File: config.mk
export PLATFORM = sky130hd
export DESIGN_NAME = imc_top
export DESIGN_NICKNAME = d
export VERILOG_FILES = /design/src/design/imc_pkg.sv /design/src/design/imc_top.sv
export SDC_FILE = /design/constraint.sdc
export NUM_CORES = 1
export LEC_CHECK = 0
export BUFFER_PORTS_ARGS = -buffer_cell sky130_fd_sc_hd__buf_2
export CORE_MARGIN = 2
export CORE_UTILIZATION = 37
export CTS_CLUSTER_SIZE = 10
export DETAILED_ROUTE_END_ITERATION = 6
export GPL_TIMING_DRIVEN = 0
export PLACE_DENSITY = 0.61
export SYNTH_ARGS = -nofsm -noshare
export SYNTH_HDL_FRONTEND = slang
export SYNTH_SLANG_ARGS = --single-unit
File: constraint.sdc
create_clock -name i_clk_sys -period 5.3 [get_ports i_clk_sys]
set_clock_uncertainty 0.05 [all_clocks]
set_input_delay 0.265 -clock i_clk_sys [delete_from_list [all_inputs] [get_ports i_clk_sys]]
set_output_delay 0.265 -clock i_clk_sys [all_outputs]
set_load 0.01 [all_outputs]
File: src/design/imc_pkg.sv
// package for the interrupt mask control block
package imc_pkg;
  localparam logic [6:0] IMC_OFS_MASK = 7'h09;
  localparam logic [15:0] IMC_RST_MASK = 16'h0140;
  localparam logic [15:0] IMC_WR_MASK = 16'h01FF;
  localparam int IMC_BIT_SUPPLY = 0;
  localparam int IMC_BIT_TEMP = 1;
  localparam int IMC_BIT_BUS = 2;
  localparam int IMC_BIT_HS = 3;
  localparam int IMC_BIT_BD = 4;
  localparam int IMC_BIT_SPI = 5;
  localparam int IMC_BIT_WDF = 6;
  localparam int IMC_BIT_WDOFF = 7;
  localparam int IMC_BIT_REP = 8;
  localparam int IMC_CLK_MHZ = 40;
  localparam int IMC_PULSE_NS = 1000;
  localparam int IMC_PULSE_CYC = (IMC_PULSE_NS * IMC_CLK_MHZ) / 1000;
  localparam int IMC_REPEAT_US = 10000;
  localparam int IMC_REPEAT_CYC = IMC_REPEAT_US * IMC_CLK_MHZ;
  // one-cycle event strobes from the sources
  typedef struct packed {
    logic wdog_fail;
    logic spi_fail;
    logic bridge;
    logic high_side;
    logic bus;
    logic temp;
    logic supply;
  } imc_events_t;
endpackage

File: src/design/imc_top.sv
// interrupt mask register and interrupt pulse generator
`timescale 1ns/100ps
`default_nettype none
// What this block does
// - repeat pulses while interrupts pending, if enabled
// - bit 7 disables watchdog in development mode
// - bit 6: one pulse on watchdog failure, in development mode only
// - bit 5: pulse on frame or checksum failure
// - bit 4: pulse on bridge driver flag
// - bit 3: pulse on high side flag
// - bit 2: pulse on bus flag
// - bit 1: pulse on temperature flag
// - bit 0: pulse on supply flag
// - every enabled event that arrives while idle pulses, not only flag edges
// - bits 15:9 read zero, ignore writes
// - power-on reset value 0x0140
// - restart clears 15:9, keeps 8:0
module imc_top #(
  parameter int PULSE_CYC = imc_pkg::IMC_PULSE_CYC,
  parameter int REPEAT_CYC = imc_pkg::IMC_REPEAT_CYC
) (
  // clock and reset
  input wire logic i_clk_sys,
  input wire logic i_resetn,
  input wire logic i_restart,
  // register access
  input wire logic i_reg_wr,
  input wire logic [6:0] i_reg_addr,
  input wire logic [15:0] i_reg_wdata,
  output logic [15:0] o_reg_rdata,
  // event sources
  input wire imc_pkg::imc_events_t i_events,
  input wire logic i_devmode,
  input wire logic i_irq_pending,
  // outputs
  output logic o_irq_request_pin_n,
  output logic o_devmode_wdog_off
);
  initial begin
    if (PULSE_CYC < 1 || REPEAT_CYC <= PULSE_CYC)
      $error("imc_top: bad pulse or repeat count");
  end

  typedef enum logic [1:0] {
    IMC_IDLE = 2'b01,
    IMC_PULSE = 2'b10
  } imc_state_t;

  logic [15:0] mask;
  logic [15:0] next_mask;
  imc_state_t state;
  imc_state_t next_state;
  logic [31:0] pulse_cnt;
  logic [31:0] next_pulse_cnt;
  logic [31:0] rep_cnt;
  logic [31:0] next_rep_cnt;
  logic ev_hit;
  logic rep_hit;

  // register write and reset handling
  always_comb begin
    next_mask = mask;
    if (i_reg_wr && i_reg_addr == imc_pkg::IMC_OFS_MASK) begin
      next_mask = i_reg_wdata & imc_pkg::IMC_WR_MASK;
    end
    if (i_restart) begin
      next_mask = mask & imc_pkg::IMC_WR_MASK;
    end
  end

  always_ff @(posedge i_clk_sys) begin
    if (!i_resetn) begin
      mask <= imc_pkg::IMC_RST_MASK;
    end else begin
      mask <= next_mask;
    end
  end

  assign o_reg_rdata = (i_reg_addr == imc_pkg::IMC_OFS_MASK) ? mask : 16'h0000;
  assign o_devmode_wdog_off = i_devmode && mask[imc_pkg::IMC_BIT_WDOFF];

  // events are strobes, so repeats of a set flag still count
  always_comb begin
    ev_hit = 1'b0;
    ev_hit = ev_hit | (i_events.supply & mask[imc_pkg::IMC_BIT_SUPPLY]);
    ev_hit = ev_hit | (i_events.temp & mask[imc_pkg::IMC_BIT_TEMP]);
    ev_hit = ev_hit | (i_events.bus & mask[imc_pkg::IMC_BIT_BUS]);
    ev_hit = ev_hit | (i_events.high_side & mask[imc_pkg::IMC_BIT_HS]);
    ev_hit = ev_hit | (i_events.bridge & mask[imc_pkg::IMC_BIT_BD]);
    ev_hit = ev_hit | (i_events.spi_fail & mask[imc_pkg::IMC_BIT_SPI]);
    ev_hit = ev_hit | (i_events.wdog_fail & i_devmode
                       & mask[imc_pkg::IMC_BIT_WDF]);
  end

  assign rep_hit = mask[imc_pkg::IMC_BIT_REP] && i_irq_pending
                   && rep_cnt == 32'(REPEAT_CYC - 1);

  always_comb begin
    next_state = state;
    next_pulse_cnt = pulse_cnt;
    next_rep_cnt = rep_cnt;
    if (mask[imc_pkg::IMC_BIT_REP] && i_irq_pending && !rep_hit) begin
      next_rep_cnt = rep_cnt + 32'h1;
    end else begin
      next_rep_cnt = 32'h0;
    end
    unique case (state)
      IMC_IDLE: begin
        if (ev_hit || rep_hit) begin
          next_state = IMC_PULSE;
          next_pulse_cnt = 32'h0;
        end
      end
      IMC_PULSE: begin
        if (pulse_cnt == 32'(PULSE_CYC - 1)) begin
          next_state = IMC_IDLE;
        end else begin
          next_pulse_cnt = pulse_cnt + 32'h1;
        end
      end
      default: next_state = IMC_IDLE;
    endcase
  end

  always_ff @(posedge i_clk_sys) begin
    if (!i_resetn) begin
      state <= IMC_IDLE;
      pulse_cnt <= 32'h0;
      rep_cnt <= 32'h0;
    end else begin
      state <= next_state;
      pulse_cnt <= next_pulse_cnt;
      rep_cnt <= next_rep_cnt;
    end
  end

  // pin low while pulsing; events during a pulse merge into it
  always_ff @(posedge i_clk_sys) begin
    if (!i_resetn) begin
      o_irq_request_pin_n <= 1'b1;
    end else begin
      o_irq_request_pin_n <= (next_state != IMC_PULSE);
    end
  end

  a_reserved_zero: assert property (@(posedge i_clk_sys)
    disable iff (!i_resetn) mask[15:9] == 7'h00)
    else $error("reserved mask bits set");

  a_supply_pulse: assert property (@(posedge i_clk_sys)
    disable iff (!i_resetn)
    (state == IMC_IDLE && i_events.supply && mask[0]) |=> !o_irq_request_pin_n)
    else $error("supply event gave no pulse");

  a_bridge_pulse: assert property (@(posedge i_clk_sys)
    disable iff (!i_resetn)
    (state == IMC_IDLE && i_events.bridge && mask[4]) |=> !o_irq_request_pin_n)
    else $error("bridge event gave no pulse");

  a_no_masked: assert property (@(posedge i_clk_sys)
    disable iff (!i_resetn)
    (state == IMC_IDLE && !ev_hit && !rep_hit) |=> o_irq_request_pin_n)
    else $error("pulse without enabled cause");

  a_wdog_off: assert property (@(posedge i_clk_sys)
    disable iff (!i_resetn)
    o_devmode_wdog_off == (i_devmode && mask[7]))
    else $error("watchdog disable wrong");

  a_restart_keep: assert property (@(posedge i_clk_sys)
    disable iff (!i_resetn)
    (i_restart) |=> mask[8:0] == $past(mask[8:0]))
    else $error("restart lost mask bits");

  a_reset_value: assert property (@(posedge i_clk_sys)
    !i_resetn |=> mask == 16'h0140)
    else $error("bad reset value");

  a_pulse_width: assert property (@(posedge i_clk_sys)
    disable iff (!i_resetn)
    $rose(state == IMC_PULSE) |-> (state == IMC_PULSE) [*2])
    else $error("pulse too short");

  a_no_repeat_off: assert property (@(posedge i_clk_sys)
    disable iff (!i_resetn) !mask[8] |-> !rep_hit)
    else $error("repeat while disabled");

  a_wdog_fail: assert property (@(posedge i_clk_sys)
    disable iff (!i_resetn)
    (state == IMC_IDLE && i_events.wdog_fail && i_devmode && mask[6])
    |=> !o_irq_request_pin_n)
    else $error("watchdog failure gave no pulse");

endmodule // imc_top
`default_nettype wire

==> impl_metrics.yaml, run 1 <==
outcome:
  status: "finished clean"
timing:
  rsz0062_at_grt: "no"
  finalCritPeriodShare: 0.560
  slew_viol_final: 0
  worst_pin_slew_ns: 0.918
  whs_ns: 0.0799
  setup_violations: 0
  hold_violations: 0
  min_period_ns: 2.97
  tns_ns: 0
  slew_headroom: 0.383
  fmax_mhz: 337
drt:
  routed_wl_mm: 9.30
  drtPass1Iterations: 4
  antenna_left: 0
  top_layer: "met4"
  routedWlPerCell_um: 14.0
  drtIter0Drc: 117
  num_vias: 3589
  wl_met1_mm: 4.49
  viasPerCell: 5.39
  route.detailed.drc: 0
  route.met2.wl_mm: 4.38
  met3WireLength_um: 324
hold_path:
  min_path_type: "input pin to flip-flop"
  hp-start: "i_reg_wdata[6]"
  holdPathStages: 3
  min_to: "mask[6]$_SDFFE_PN1P_"
logic_synthesis:
  synth_cell_types: 47
  yosys.area.top_type: "dfxtp_1"
  synth_top_family_by_area: "simple AND/OR/NAND/NOR gates"
  synth_area_leaders: "dfxtp_1, xor2_1, nor2_1"
  synthArstFlopShare: 0
  synth_edf_count: 0
  synthCells: 469
  synthFlopType: "dfxtp_1"
  synth_common_cells: "dfxtp_1, nor2_1, nand2_1, a21oi_1, nand3_1"
  synth_adder_area_share: 0.0129
  netlist_area_um2: 3890
  synthSimpleGateAreaFrac: 0.337
  synth.avg_cell_area_um2: 8.30
  synth_compound_area_frac: 0.114
  synth_warnings: 0
  ys_ff_latch: 76
  seq_area_frac_synth: 0.391
  yosysTopAreaCellShare: 0.391
  muxShareOfSynthArea: 0.0360
  yosysMostFrequentCell: "dfxtp_1"
  synth-xor-area-share: 0.0630
critical_path:
  crit_type: "flip-flop to flip-flop"
  reg2reg_to: "pulse_cnt[23]$_SDFFE_PN0P_"
  r2r-start: "rep_cnt[0]$_SDFF_PN0_"
  rrSetupSlack_ns: 2.33
  ff2ff_path_depth: 9
  cp-start-kind: "flip-flop"
  cp.required_ns: 5.47
  cp_max_fo: 10
  cp.arrival_ns: 3.13
  end_kind: "flip-flop"
floorplan:
  dieWidth_um: 107
  die_area_um2: 11400
  die_y_um: 107
  io_pins: 54
  rows: 37
  coreArea_um2: 10300
  initial_core_util: 0.379
global_routing:
  antenna_found_initial: 0
  grt_pass1_vias: 3543
  gr-total-overflow: 0
  grtUsageTotal: 0.174
  grt_max_degree: 14
  grt_first_pass_wirelength_mm: 16.2
flow_run:
  cap_violations: 0
cts:
  clk_latency_ns: 0.35
  cts_root_buf: "clkbuf_8"
  clock_path_buffers: 2
  cts_hold_buf: 0
  cts_resized: 0
  cts_setup_buffers: 0
  numClockSinks: 76
  cts_made_buffers: 9
  clkTransAtPathRegs_ns: 0.08
  cts_htree_levels: 3
  tritoncts: "yes"
final_layout:
  final_cells: 666
  register_area_um2: 1520
  diodes: 0
  multi_input_area_um2: 2230
  fin_nets: 565
  fillers: 1075
  drive_above_1_share: 0.136
  area_growth_pct: 14.6
placement:
  dpl.hpwl_mm: 6.77
  dp.cells: 650
  gp_congestion: 0.831
  portBuffers: 39
power:
  p_per_area_nw_per_um2: 260
  ir_drop_mv: 0.124
  total_leakage_power_nw: 1.59
## layer usage
metal / track usage / vias to the layer above
li1: - / 1816
met1: 0.218 / 1698
met2: 0.302 / 66
met3: 0.0349 / 9
met4: 0.0529 / 0
met5: 0 / -
## how the worst max path moves through the flow
stage | startpoint | endpoint | slack, ns | cells past startpoint
3_3_place_gp | pulse_cnt[0]$_SDFFE_PN0P_ | pulse_cnt[18]$_SDFFE_PN0P_ | 2.03 | 8
6_report | rep_cnt[0]$_SDFF_PN0_ | pulse_cnt[23]$_SDFFE_PN0P_ | 2.33 | 9
5_1_grt | rep_cnt[24]$_SDFF_PN0_ | pulse_cnt[8]$_SDFFE_PN0P_ | 2.12 | 8
2_1_floorplan | rep_cnt[0]$_SDFF_PN0_ | pulse_cnt[31]$_SDFFE_PN0P_ | 2.74 | 8
4_1_cts | rep_cnt[0]$_SDFF_PN0_ | pulse_cnt[23]$_SDFFE_PN0P_ | 2.31 | 9
3_5_place_dp | i_reg_addr[5] | mask[4]$_SDFFE_PN0P_ | 2.09 | 7
## metrics by stage
step / instance area (um^2) / setup WS, ns / total power [mW] / utilization
finish: 4460 / 2.33 / 1.16 / 0.434
global route: 4460 / 2.12 / 1.22 / 0.434
CTS: 4450 / 2.31 / 1.17 / 0.433
detailed placement: 4290 / 2.09 / 0.775 / 0.417
global placement: 4280 / 2.03 / 0.771 / 0.416
floorplan: 3910 / 2.74 / 0.714 / -
## cells in the final DEF, fill, tap and decap left out, types with 17 or more instances in the layout
cell type  instances
nand2_1           41
buf_2             39
xor2_1            19
nand3_1           25
nand4_1           19
nor2_1            42
a21oi_1           30
clkbuf_1          22
dfxtp_1           76
or3_1             17
## final cells by class
cell class | instances | area share
Buffer | 29 | 0.0320
Clock buffer | 11 | 0.0295
Clock inverter | 5 | 0.00842
Inverter | 9 | 0.00757
Multi-Input combinational cell | 361 | 0.500
Sequential cell | 76 | 0.341
Tap cell | 136 | 0.0381
Timing Repair Buffer | 39 | 0.0438
## logic make-up after synthesis
group                      Yosys count
DFF                                 76
and+or+nand+nor                    237
other                                1
xor gates and xnor gates            28
buffers and inverters               38
muxes                               14
adders and majority gates            4
AOI/OAI and AO/OA                   71
## state kept, by name (all words and copies together) (netlist names)
name                 flops
mask                     9
state                    2
o_irq_request_pin_n      1
pulse_cnt               32
rep_cnt                 32
## power breakdown
part | total [mW] | internal (mW) | switching (mW)
logic | 0.181 | 0.0492 | 0.131
registers | 0.584 | 0.578 | 0.00609
clock network | 0.394 | 0.172 | 0.222
total | 1.16 | 0.799 | 0.360
## critical path, stage by stage (launching register included)
cell and delay (ns):
dfxtp_1 0.36, ha_1 0.21, nand2_1 0.08, or3_1 0.32, buf_6 0.14, nor4_2 0.40, o211ai_1 0.31, nand2_1 0.40
clkbuf_1 0.46, a21oi_1 0.10
Note: power is estimated with default switching activity, not from simulation.
==> run 2: changes to the inputs <==
--- a/config.mk
+++ b/config.mk
@@ -11,7 +11,7 @@
 export CTS_CLUSTER_SIZE = 10
 export DETAILED_ROUTE_END_ITERATION = 6
 export GPL_TIMING_DRIVEN = 0
-export PLACE_DENSITY = 0.61
+export PLACE_DENSITY = 0.64
 export SYNTH_ARGS = -nofsm -noshare
 export SYNTH_HDL_FRONTEND = slang
 export SYNTH_SLANG_ARGS = --single-unit
==> constraint.sdc (replaced) <==
create_clock -name i_clk_sys -period 2.4 [get_ports i_clk_sys]
set_clock_uncertainty 0.05 [all_clocks]
set_input_delay 0.12 -clock i_clk_sys [delete_from_list [all_inputs] [get_ports i_clk_sys]]
set_output_delay 0.12 -clock i_clk_sys [all_outputs]
set_load 0.01 [all_outputs]
==> run 2 against run 1 <==
Net effect: the flow now finishes with violations (setup timing); count of clock-buffer cells in the layout shrank 1; non-clock buffer count up 24; final cell count is 3.6% higher; clock power grew to 2.6 times the previous value; via count grew 3.3%; fmax is 22% higher; sequential power increased by 120%; combinational power rose to 2.8 times the previous value.
==> impl_metrics.yaml, run 2 (synthesis gave the netlist of run 1 again) <==
timing:
  fmax_mhz: 412
  whs_ns: 0.125
  worst_slack_ns: -0.0259
  finalCritPeriodShare: 1.01
  setup_violations: 1
  hold_violations: 0
  slew_headroom: 0.562
  slew_viol_final: 0
  worst_pin_slew_ns: 0.657
  rsz0062_at_grt: "yes"
  min_period_ns: 2.43
critical_path:
  cp.required_ns: 2.63
  crit_chain: "ha_4, nand2_2, or3_4, or4_4, a31o_4, or4_4, a21oi_1"
  path_buf_inv: 0
  cp-start-kind: "flip-flop"
  cp_common_cell: "or4_4"
  crit_type: "flip-flop to flip-flop"
  cp_max_fo: 6
  cp.arrival_ns: 2.66
  end_kind: "flip-flop"
  slowest_stage: "or4_4"
  slowest_delay_ns: 0.55
  cpLargestDelayFamily: "simple AND/OR/NAND/NOR gates"
cts:
  clkTransAtPathRegs_ns: 0.08
  cts_root_buf: "clkbuf_8"
  cts_htree_levels: 3
  cts_made_buffers: 9
  tritoncts: "yes"
  clock_path_buffers: 2
  clk_latency_ns: 0.36
  numClockSinks: 76
final_layout:
  layout_common_cells: "dfxtp_1, nor2_1, nand2_1, buf_2, buf_4"
  drive_above_1_share: 0.244
  area_growth_pct: 26.4
  top_regs: "pulse_cnt: 32 flops, rep_cnt: 32 flops, mask: 9 flops"
  mostFrequentLayoutCell: "dfxtp_1"
  diodes: 0
  fin_nets: 589
drt:
  num_vias: 3709
  drtPass1Iterations: 4
  antenna_left: 0
  routed_wl_mm: 9.73
  route.detailed.drc: 0
  routedWlPerCell_um: 14.1
  top_layer: "met4"
  wl_met1_mm: 4.34
  viasPerCell: 5.38
  drtIter0Drc: 131
  route.met2.wl_mm: 4.84
  met3WireLength_um: 365
placement:
  dpl.hpwl_mm: 6.68
  gp_congestion: 0.843
  portBuffers: 39
  place_ws_ns: -0.783
floorplan:
  coreArea_um2: 10300
  die_area_um2: 11400
  io_pins: 54
  rows: 37
  die_y_um: 107
  initial_core_util: 0.379
  dieWidth_um: 107
outcome:
  status: "complete, but fails checks"
  violations: "setup timing"
global_routing:
  grtUsageTotal: 0.177
  antenna_found_initial: 0
  gr-total-overflow: 0
  grt_pass1_vias: 3586
  grt_max_degree: 15
  grt_first_pass_wirelength_mm: 16.4
hold_path:
  min_path_type: "input pin to flip-flop"
power:
  total_power_mw: 2.83
  ir_drop_mv: 0.298
  total_leakage_power_nw: 1.80
  p_per_area_nw_per_um2: 575
flow_run:
  cap_violations: 0
run 2: cell count changes in the layout (fill, tap and decap cells not counted), moves of 5 or more:
cell,change
buf_4,+22
clkbuf_1,-15
dfxtp_2,+7
dfxtp_1,-8
dlygate4sd3_1,+9
o31ai_1,-5
run 2: final timing paths:
check                                           start                    endpoint  slack, ns  cells after the start
worst min register to register   mask[6]$_SDFFE_PN1P_        mask[6]$_SDFFE_PN1P_       0.45                      2
worst min-delay path                         i_resetn         state[1]$_SDFF_PN0_       0.13                      3
worst max-delay path            rep_cnt[1]$_SDFF_PN0_  pulse_cnt[31]$_SDFFE_PN0P_      -0.03                      7
worst max register to register  rep_cnt[1]$_SDFF_PN0_  pulse_cnt[31]$_SDFFE_PN0P_      -0.03                      7
run 2: layer usage:
layer | track usage | vias up
met3 | 0.0411 | 17
met4 | 0.0612 | 0
met2 | 0.300 | 65
met1 | 0.220 | 1762
met5 | 0 | -
li1 | - | 1865
run 2: final cells by class:
cell class	instances	area (um^2)
buffer	25	154
sequential	76	1530
timing repair buffer	67	428
clock buffer	10	138
fill	1043	5360
tap	136	170
inverter	9	33.8
multi-input combinational	361	2390
clock inverter	6	70.1
run 2: timing repair:
item                                    CTS  global route
resized for setup                        21            43
endpoints found under the hold margin     9             0
pin swaps                                 9             6
hold buffers                              9             0
buffers inserted                          6            13
endpoints found under the setup margin   35            80
run 2: through the flow:
stage / utilization / std cells / cell area, um^2 / setup TNS, ns
floorplan: - / 475 / 3940 / 0
global placement: 0.419 / 650 / 4310 / -14.56
detailed placement: 0.419 / 650 / 4310 / -16.41
CTS: 0.459 / 680 / 4720 / -0.00637
global route: 0.478 / 690 / 4920 / -0.569
finish: 0.478 / 690 / 4920 / -0.0259
run 2: worst min-delay path, delay by kind of cell:
kind            cells  cell delay (ns)
compound gates      1             0.09
buf+inv             1             0.13
simple gates        1             0.15
run 2: where the power goes:
part | leakage (nW) | internal, mW | total [mW] | switching (mW)
registers | 0.617 | 1.27 | 1.29 | 0.0125
logic | 1.08 | 0.192 | 0.515 | 0.324
clock network | 0.0955 | 0.516 | 1.03 | 0.511
